[src/rtl/ir_carrier_pkg.sv]
// constants and register map of the infrared carrier generator
`default_nettype none
package ir_carrier_pkg;
  localparam int          MOD_W            = 9;
  localparam int          TICK_CLOCKS      = 64;
  localparam logic [4:0]  ADDR_LOW_LOW     = 5'h00;
  localparam logic [4:0]  ADDR_LOW_HIGH    = 5'h04;
  localparam logic [4:0]  ADDR_HIGH_LOW    = 5'h08;
  localparam logic [4:0]  ADDR_HIGH_HIGH   = 5'h0c;
  localparam logic [4:0]  ADDR_TIMER_LOW   = 5'h10;
  localparam logic [4:0]  ADDR_TIMER_UPPER = 5'h14;
  localparam logic [7:0]  LOW_LOW_RESET    = 8'h08;
  localparam logic [7:0]  HIGH_LOW_RESET   = 8'h08;
  localparam logic        INHIBIT_RESET    = 1'b1;
  localparam int          BIT_EIGHT_POS    = 0;
  localparam int          INHIBIT_POS      = 1;
  localparam int          TIMER_EN_POS     = 1;
  localparam int          PIN_SEL_POS      = 6;
  localparam int          END_FLAG_POS     = 7;
  localparam logic [1:0]  RESP_OKAY        = 2'h0;
  localparam logic [1:0]  RESP_SLVERR      = 2'h2;
  typedef enum logic [1:0] {
    PH_IDLE = 2'b00,
    PH_LOW  = 2'b01,
    PH_HIGH = 2'b10
  } phase_e;
endpackage
`default_nettype wire

[src/rtl/carrier_phase_counter.sv]
// 9-bit carrier phase counter alternating low and high periods
`default_nettype none
module carrier_phase_counter
  import ir_carrier_pkg::*;
#(
  parameter int W = ir_carrier_pkg::MOD_W
) (
  input  wire logic         aclk,
  input  wire logic         aresetn,
  input  wire logic         run,
  input  wire logic [W-1:0] low_phase_modulo,
  input  wire logic [W-1:0] high_phase_modulo,
  output logic              carrier
);
  typedef struct packed {
    phase_e       phase;
    logic [W-1:0] count;
  } state_s;
  state_s cur;
  state_s next_cur;

  always_comb begin
    next_cur = cur;
    case (cur.phase)
      PH_IDLE: begin
        if (run) begin
          next_cur.phase = PH_LOW; // [RULE11]
          next_cur.count = low_phase_modulo;
        end
      end
      PH_LOW: begin
        if (cur.count == '0) begin
          next_cur.phase = PH_HIGH; // [RULE7] [RULE18]
          next_cur.count = high_phase_modulo;
        end else begin
          next_cur.count = cur.count - 1'b1;
        end
      end
      PH_HIGH: begin
        if (cur.count == '0) begin
          next_cur.phase = PH_LOW; // [RULE7] [RULE18]
          next_cur.count = low_phase_modulo;
        end else begin
          next_cur.count = cur.count - 1'b1;
        end
      end
      default: next_cur.phase = PH_IDLE;
    endcase
    if (!run) begin
      next_cur.phase = PH_IDLE; // [RULE18]
      next_cur.count = '0;
    end
  end

  always_ff @(posedge aclk) begin
    if (!aresetn) begin
      cur <= '{phase: PH_IDLE, count: '0};
    end else begin
      cur <= next_cur;
    end
  end

  assign carrier = (cur.phase == PH_HIGH); // [RULE1]
endmodule
`default_nettype wire

[src/rtl/ir_carrier_generator.sv]
// infrared carrier generator with down timer gate and AXI4-Lite registers
// Notes on behaviour
// [RULE1] carrier comes from a 9-bit counter and high and low modulo values
// [RULE2] low modulo bit 8 is read/write bit 0 of upper low register
// [RULE3] low modulo bit 9 reads zero; upper bits 7..2 read zero
// [RULE4] high modulo bit 8 is bit 0 of upper high register
// [RULE5] inhibit bit, bit 1 of upper high register, resets to 1, stops carrier
// [RULE6] software clears inhibit after writing both modulo values
// [RULE7] low phase lasts low+1 clocks, high phase high+1 clocks
// [RULE8] software keeps modulo values between 001h and 1ffh
// [RULE9] software writes modulo values before enabling the timer
// [RULE10] software changes modulo values only while pin is inactive
// [RULE11] each carrier start begins with the low phase
// [RULE12] after reset pin is open-drain function, floating; bit 6 selects
// [RULE13] not inhibited: carrier while counter nonzero, one tick when zero
// [RULE14] inhibited and enabled: push-pull high, open-drain low
// [RULE15] timer output reaches pin only while timer enable is set
// [RULE16] down counter drops every 64 clocks, stops at zero, sets end flag
// [RULE17] select bit 0 is open-drain function, 1 is push-pull
// [RULE18] carrier counter reloads per phase, idles while gated off
`default_nettype none
module ir_carrier_generator
  import ir_carrier_pkg::*;
#(
  parameter int TICK = ir_carrier_pkg::TICK_CLOCKS
) (
  input  wire logic        aclk,
  input  wire logic        aresetn,
  input  wire logic [4:0]  s_axi_awaddr,
  input  wire logic [2:0]  s_axi_awprot,
  input  wire logic        s_axi_awvalid,
  output logic             s_axi_awready,
  input  wire logic [31:0] s_axi_wdata,
  input  wire logic [3:0]  s_axi_wstrb,
  input  wire logic        s_axi_wvalid,
  output logic             s_axi_wready,
  output logic [1:0]       s_axi_bresp,
  output logic             s_axi_bvalid,
  input  wire logic        s_axi_bready,
  input  wire logic [4:0]  s_axi_araddr,
  input  wire logic [2:0]  s_axi_arprot,
  input  wire logic        s_axi_arvalid,
  output logic             s_axi_arready,
  output logic [31:0]      s_axi_rdata,
  output logic [1:0]       s_axi_rresp,
  output logic             s_axi_rvalid,
  input  wire logic        s_axi_rready,
  output logic             push_pull_carrier_pin,
  output logic             push_pull_carrier_pin_oe,
  output logic             open_drain_driver_pin,
  output logic             open_drain_driver_pin_oe
);
  localparam int DIV_W = $clog2(TICK);

  typedef struct packed {
    logic             aw_held;
    logic [4:0]       aw_addr;
    logic             w_held;
    logic [31:0]      w_data;
    logic             w_lane0;
    logic             bvalid;
    logic [1:0]       bresp;
    logic             rvalid;
    logic [31:0]      rdata;
    logic [1:0]       rresp;
    logic [7:0]       low_modulo_low_byte;
    logic             low_modulo_bit_eight;
    logic [7:0]       high_modulo_low_byte;
    logic             high_modulo_bit_eight;
    logic             carrier_inhibit;
    logic [7:0]       timer_low_byte;
    logic             timer_bit_eight;
    logic             timer_output_enable;
    logic             pin_select;
    logic             timer_end_flag;
    logic [MOD_W-1:0] down_count;
    logic             counting;
    logic             last_tick;
    logic [DIV_W-1:0] div;
    logic             pin_level;
  } state_s;

  state_s cur;
  state_s next_cur;
  logic   carrier;
  logic   run;
  logic   wr_fire;
  logic   rd_fire;

  assign s_axi_awready = !cur.aw_held && !cur.bvalid;
  assign s_axi_wready  = !cur.w_held && !cur.bvalid;
  assign s_axi_arready = !cur.rvalid;
  assign rd_fire       = s_axi_arvalid && s_axi_arready;
  assign wr_fire       = (cur.aw_held || (s_axi_awvalid && s_axi_awready)) &&
                         (cur.w_held || (s_axi_wvalid && s_axi_wready)) && !cur.bvalid;

  // carrier runs only while enabled, not inhibited, and timer still active
  assign run = cur.timer_output_enable && !cur.carrier_inhibit &&
               (cur.counting || cur.last_tick); // [RULE13] [RULE5]

  always_comb begin
    logic [4:0]  waddr;
    logic [31:0] wdata;
    logic        wlane;
    logic        tick;
    waddr = cur.aw_held ? cur.aw_addr : s_axi_awaddr;
    wdata = cur.w_held ? cur.w_data : s_axi_wdata;
    wlane = cur.w_held ? cur.w_lane0 : s_axi_wstrb[0];
    tick  = (cur.div == DIV_W'(TICK - 1));
    next_cur = cur;

    // write channels may arrive in either order
    if (s_axi_awvalid && s_axi_awready && !wr_fire) begin
      next_cur.aw_held = 1'b1;
      next_cur.aw_addr = s_axi_awaddr;
    end
    if (s_axi_wvalid && s_axi_wready && !wr_fire) begin
      next_cur.w_held  = 1'b1;
      next_cur.w_data  = s_axi_wdata;
      next_cur.w_lane0 = s_axi_wstrb[0];
    end
    if (cur.bvalid && s_axi_bready) begin
      next_cur.bvalid = 1'b0;
    end
    if (cur.rvalid && s_axi_rready) begin
      next_cur.rvalid = 1'b0;
    end

    // down timer: one step per 64 clocks, stop at zero, flag one step later
    if (cur.counting || cur.last_tick) begin
      next_cur.div = cur.div + 1'b1;
      if (tick) begin
        next_cur.div = '0;
        if (cur.last_tick) begin
          next_cur.last_tick      = 1'b0;
          next_cur.timer_end_flag = 1'b1; // [RULE16]
        end else if (cur.down_count == 9'h001) begin
          // reaching zero still owes one interval, so a value n runs n+1 steps
          next_cur.down_count = '0;
          next_cur.counting   = 1'b0;
          next_cur.last_tick  = 1'b1; // [RULE13] [RULE16]
        end else begin
          next_cur.down_count = cur.down_count - 1'b1; // [RULE16]
        end
      end
    end

    if (wr_fire) begin
      next_cur.aw_held = 1'b0;
      next_cur.w_held  = 1'b0;
      next_cur.bvalid  = 1'b1;
      next_cur.bresp   = RESP_OKAY;
      if (wlane) begin
        case (waddr)
          ADDR_LOW_LOW:   next_cur.low_modulo_low_byte = wdata[7:0];
          ADDR_LOW_HIGH:  next_cur.low_modulo_bit_eight = wdata[BIT_EIGHT_POS]; // [RULE2]
          ADDR_HIGH_LOW:  next_cur.high_modulo_low_byte = wdata[7:0];
          ADDR_HIGH_HIGH: begin
            next_cur.high_modulo_bit_eight = wdata[BIT_EIGHT_POS]; // [RULE4]
            next_cur.carrier_inhibit       = wdata[INHIBIT_POS]; // [RULE5]
          end
          ADDR_TIMER_LOW: next_cur.timer_low_byte = wdata[7:0];
          ADDR_TIMER_UPPER: begin
            // upper write loads the whole 9-bit value into the down counter
            next_cur.timer_bit_eight     = wdata[BIT_EIGHT_POS];
            next_cur.down_count          = {wdata[BIT_EIGHT_POS], cur.timer_low_byte};
            next_cur.timer_end_flag      = 1'b0;
            next_cur.counting            = 1'b0;
            next_cur.last_tick           = 1'b0;
            next_cur.div                 = '0;
            next_cur.pin_select          = wdata[PIN_SEL_POS]; // [RULE17]
            next_cur.timer_output_enable = wdata[TIMER_EN_POS]; // [RULE15]
            if (wdata[TIMER_EN_POS]) begin
              // start always from the written value; zero gives one step
              next_cur.counting  = ({wdata[BIT_EIGHT_POS], cur.timer_low_byte} != '0);
              next_cur.last_tick = ({wdata[BIT_EIGHT_POS], cur.timer_low_byte} == '0);
            end
          end
          default: next_cur.bresp = RESP_SLVERR;
        endcase
      end
    end

    if (rd_fire) begin
      next_cur.rvalid = 1'b1;
      next_cur.rresp  = RESP_OKAY;
      next_cur.rdata  = '0;
      case (s_axi_araddr)
        ADDR_LOW_LOW:   next_cur.rdata[7:0] = cur.low_modulo_low_byte;
        ADDR_LOW_HIGH:  next_cur.rdata[BIT_EIGHT_POS] = cur.low_modulo_bit_eight; // [RULE3]
        ADDR_HIGH_LOW:  next_cur.rdata[7:0] = cur.high_modulo_low_byte;
        ADDR_HIGH_HIGH: begin
          next_cur.rdata[BIT_EIGHT_POS] = cur.high_modulo_bit_eight;
          next_cur.rdata[INHIBIT_POS]   = cur.carrier_inhibit;
        end
        ADDR_TIMER_LOW: next_cur.rdata[7:0] = cur.down_count[7:0];
        ADDR_TIMER_UPPER: begin
          next_cur.rdata[BIT_EIGHT_POS] = cur.down_count[8];
          next_cur.rdata[TIMER_EN_POS]  = cur.timer_output_enable;
          next_cur.rdata[PIN_SEL_POS]   = cur.pin_select;
          next_cur.rdata[END_FLAG_POS]  = cur.timer_end_flag;
        end
        default: next_cur.rresp = RESP_SLVERR;
      endcase
    end

    // registered pin level
    if (!cur.timer_output_enable) begin
      next_cur.pin_level = 1'b0; // [RULE13] [RULE14]
    end else if (cur.carrier_inhibit) begin
      next_cur.pin_level = 1'b1; // [RULE14]
    end else begin
      next_cur.pin_level = run && carrier; // [RULE13] [RULE15]
    end
  end

  always_ff @(posedge aclk) begin
    if (!aresetn) begin
      cur                      <= '0;
      cur.low_modulo_low_byte  <= LOW_LOW_RESET;
      cur.high_modulo_low_byte <= HIGH_LOW_RESET;
      cur.carrier_inhibit      <= INHIBIT_RESET; // [RULE5]
      cur.pin_select           <= 1'b0; // [RULE12]
    end else begin
      cur <= next_cur;
    end
  end

  carrier_phase_counter #(
    .W (MOD_W)
  ) u_phase (
    .aclk              (aclk),
    .aresetn           (aresetn),
    .run               (run),
    .low_phase_modulo  ({cur.low_modulo_bit_eight, cur.low_modulo_low_byte}),
    .high_phase_modulo ({cur.high_modulo_bit_eight, cur.high_modulo_low_byte}),
    .carrier           (carrier)
  );

  assign s_axi_bvalid = cur.bvalid;
  assign s_axi_bresp  = cur.bresp;
  assign s_axi_rvalid = cur.rvalid;
  assign s_axi_rdata  = cur.rdata;
  assign s_axi_rresp  = cur.rresp;

  // only one function drives at a time; open-drain pulls low when active
  assign push_pull_carrier_pin    = cur.pin_level;
  assign push_pull_carrier_pin_oe = cur.pin_select; // [RULE17]
  assign open_drain_driver_pin    = 1'b0;
  assign open_drain_driver_pin_oe = !cur.pin_select && cur.pin_level; // [RULE12] [RULE17]
endmodule
`default_nettype wire

[config.mk]
export PLATFORM = sky130hd
export DESIGN_NAME = ir_carrier_generator
export DESIGN_NICKNAME = d
export VERILOG_FILES = /design/src/rtl/ir_carrier_pkg.sv /design/src/rtl/carrier_phase_counter.sv /design/src/rtl/ir_carrier_generator.sv
export SDC_FILE = /design/constraint.sdc
export NUM_CORES = 1
export LEC_CHECK = 0
export ABC_AREA = 1
export BUFFER_PORTS_ARGS = -buffer_cell sky130_fd_sc_hd__buf_2
export CAP_MARGIN = 20
export CORE_MARGIN = 4
export CORE_UTILIZATION = 50
export CTS_CLUSTER_DIAMETER = 80
export DETAILED_ROUTE_END_ITERATION = 7
export PLACE_DENSITY = 0.84
export SLEW_MARGIN = 20
export SYNTH_ARGS = -nofsm -noshare
export SYNTH_HDL_FRONTEND = slang
export SYNTH_HIERARCHICAL = 1
export SYNTH_SLANG_ARGS = --single-unit
[constraint.sdc]
create_clock -name aclk -period 1.55 [get_ports aclk]
set_clock_uncertainty 0.05 [all_clocks]
set_input_delay 0.155 -clock aclk [delete_from_list [all_inputs] [get_ports aclk]]
set_output_delay 0.155 -clock aclk [all_outputs]
set_load 0.005 [all_outputs]
==> summary.md <==
| Metric | Value |
|---|---|
| Status | finished, violations left |
| Failing checks | negative setup slack |
| Crit path to | cur[16] |
| Maxcap violations | 0 |
| Die Ht | 109 µm |
| Initial antenna violation count | 0 |
| Gr usage total | 0.218 |
| Final setup viols | 2 |
| Vias in the first global route | about 4,400 |
| Die W | 109 µm |
| Final setup TNS | -0.0213 ns |
| VDD IR-drop max | 0.000655 V |
| YS warnings | 6 |
| CP peak stage delay | about 0.42 ns |
| Vias | slightly above 5,000 |
| Sw Pwr | ~1400 µW |
| Cell family with most CP delay | simple AND/OR/NAND/NOR gates |
| CP required | around 1.8 ns |
| Vias per cell | 5.05 |
| Combinational group share of total power | 0.163 |
| Post-route ant nets | 0 |
| Register-to-Register Path Depth | 10 |
| Pint | around 3400 µW |
| Worst setup SP type | register |
| Mux contribution to synthesized area | 0 |
| Worst path depth | 10 |
| DR WL/cell | approximately 13 µm |
| Sw frac | 0.285 |
| Slew margin rel. | 0.641 |
| Highest-delay cell along the critical path | dfxtp_4 |
| Row count | 36 |
| Buf+Inv Stages, Crit Path | 2 |
| # diodes | 0 |
| Drt pass-1 iters | 5 |
| Worst-Margin Slew | ~0.53 ns |
| Synth async-reset ratio | 0 |
| Area growth syn-to-layout | 21.9% |
| Post-synth top flop | dfxtp_1 |
| Hold Path Depth | 3 |
| FF+latch count, synth | 87 |
| Clock-pin slew on the worst setup and hold paths | 0.09 ns |
| Gate count after technology mapping | between 700 and 800 |
| Pre-CTS setup slack | -0.149 ns |
| Most frequent cells after synthesis | 204 x nand2_1, 123 x nor2_1, 87 x dfxtp_1 |
| Minimum clock period | 1.56 ns |
| Routability congestion estimate | 0.939 |
| Top cells by area, synth | dfxtp_1 34%, nand2_1 15%, nor2_1 9.1% |
| Achievable frequency | roughly 0.64 GHz |
| Crit path DAT | 1.78 ns |
| Yosys top cell by area | dfxtp_1 |
| RSZ-0062 raised after global routing | true |
| CP Capture Type | register |
| GRT overflow | 0 |
| Pin count of the biggest net entering global routing | 47 |
| Unique cell type count in the Yosys netlist | 38 |
| CTS tree | done |
| Share of layout cells above drive strength 1 | 0.253 |
| Routed wire length | approximately 13,000 µm |
| Post-synth EDFFs | 0 |
| R2R Path End | cur[16] |
| Simple logic cell fraction of the synthesized area | 0.333 |
| Dpl hpwl | slightly above 9000 µm |
| Crit-path cells | inv_6 -> nand2_4 -> nand2_4 -> nor2_4 -> nand2_2 -> nor2_4 -> nand2_4 -> buf_6 -> o21ai_2 -> nor2_1 |
| Crit path from | cur[126] |
| Reg2reg setup slack | -0.01 ns |
| Final Worst Setup Slack | -0.0139 ns |
| Syn avg cell area | around 6.5 µm² |
| Global-route wire length before repair | 20,500 µm |
| CP Max Fanout | 7 |
| Worst Hold Class | in -> reg |
| Top-count cell post-synth | nand2_1 |
| H-tree lvl count | 3 |
| Post-synthesis compound-gate area fraction | 0.144 |
| Hold Violations, Final | 0 |
| Clock Power Share | 0.341 |
| DR iter-0 viols | between 300 and 400 |
| Xor and xnor area share after synthesis | 0.0138 |
| CORE AREA | 0.00982 mm² |
| Final nets | 933 |
| Root Driver | clkbuf_8 |
| Die area | approximately 0.012 mm² |
| Worst Hold Slack | 0.0213 ns |
| Most Frequent Cell on Critical Path | nand2_4 |
| Seq/Total Area, Yosys | 0.344 |
| CTS Buf Count | 9 |
| PD cells | ~770 mW/mm² |
| Final Slew Violations | 0 |
| Main combinational cell family by area after synthesis | simple AND/OR/NAND/NOR gates |
| Clk_lat worst skew | 0.36 ns |
| Lkg Pwr | 0.00287 µW |
| Sink Count | between 80 and 90 |
| DRC viols | 0 |
| Yosys top cell area share | 0.344 |
| Mapped Area | between 0.005 and 0.006 mm² |
| Final worst-path cycle share | 1.01 |
| Seq pwr share | 0.496 |
| I/O Buffers | between 40 and 50 |
| Origin of the critical flop-to-flop path | cur[126] |
| WS Path Type | reg -> reg |
| Initial cell density of the core | 0.516 |
| Max Root-Sink Buffers | 2 |
| IO Pins | 104 |
| Post-Synth Adder-Cell Area | 0.0222 |
## logic make-up after synthesis
family	count (synthesis)
AND/OR/NAND/NOR	397
adder cells (fa/ha/maj)	9
other	1
buffers and inverters	141
AO/OA/AOI/OAI	133
flip-flops	87
XOR/XNOR	8
## flip-flops by register name (all words and copies together) (netlist names)
register and count:
u_phase/cur 11, s_axi_bresp 1, cur 62, s_axi_rvalid 1, s_axi_rdata 8, s_axi_rresp 1, s_axi_bvalid 1, push_pull_carrier_pin 1
push_pull_carrier_pin_oe 1
## power by group through the flow
stage	clock, µW	combinational [µW]	sequential (µW)
CTS	1640	715	2360
floorplan	0	494	2400
detailed placement	0	706	2410
global route	1750	869	2380
finish	1630	779	2370
global placement	0	687	2410
## cell type report
cell class / count / area (µm²)
well taps: 133 / 166
clock inverters: 4 / 56.3
clock buffers: 11 / 141
repair buffers: 108 / 803
fillers: 880 / 3650
flip-flops and latches: 87 / 1760
inverters: 83 / 329
multi-input cells: 576 / 2910
## stage by stage
step                      utilization  total power [µW]  cells  cell area, µm²
after floorplan                     -              2890    802            5160
after global placement          0.574              3100    978            5640
after detailed placement        0.574              3120    978            5640
after CTS                       0.605              4720    999            5940
after global routing            0.629              5000   1002            6170
final                           0.629              4770   1002            6170
## timing repair
action	CTS	global route
endpoints found under the setup margin	41	59
setup buffers	4	2
gates cloned	1	1
gates resized for setup	15	79
hold buffers	1	0
hold endpoints to repair	1	0
pin swaps	4	22
## routing by layer
metal,vias up,share of wire,global-route usage
li1,2554,-,-
met1,2290,0.44,0.297
met2,188,0.47,0.350
met3,26,0.069,0.0426
met4,0,0.020,0.0676
met5,-,0,0
## worst min-delay path by stage
| stage | startpoint | to |
|---|---|---|
| 6_report | s_axi_wdata[1] | cur[89] |
| 5_1_grt | s_axi_wdata[0] | cur[88] |
| 4_1_cts | s_axi_wdata[0] | cur[88] |
| 3_5_place_dp | s_axi_bready | s_axi_bvalid |
| 3_3_place_gp | s_axi_bready | s_axi_bvalid |
| 2_1_floorplan | s_axi_bready | s_axi_bvalid |
## cells in the final DEF (no fill, tap or decap), drive strengths merged
master and count:
buf 107, clkbuf 11, xnor2 1, nand3 37
conb 27, bufinv 1, nand2 215, o21bai 1
a22oi 1, and3 1, a211oi 1, a21oi 54
inv 82, or2 1, nand4 6, o21ai 74
dlygate4sd3 1, clkinv 4, o21a 2, xor2 7
ha 9, nor3 7, dfxtp 87, nor2 132
## tightest hold or removal path: stages
cell and delay [ns]:
buf_2 0.08, o21ai_0 0.07, a21oi_1 0.10
(Power assumes the default switching activity.)
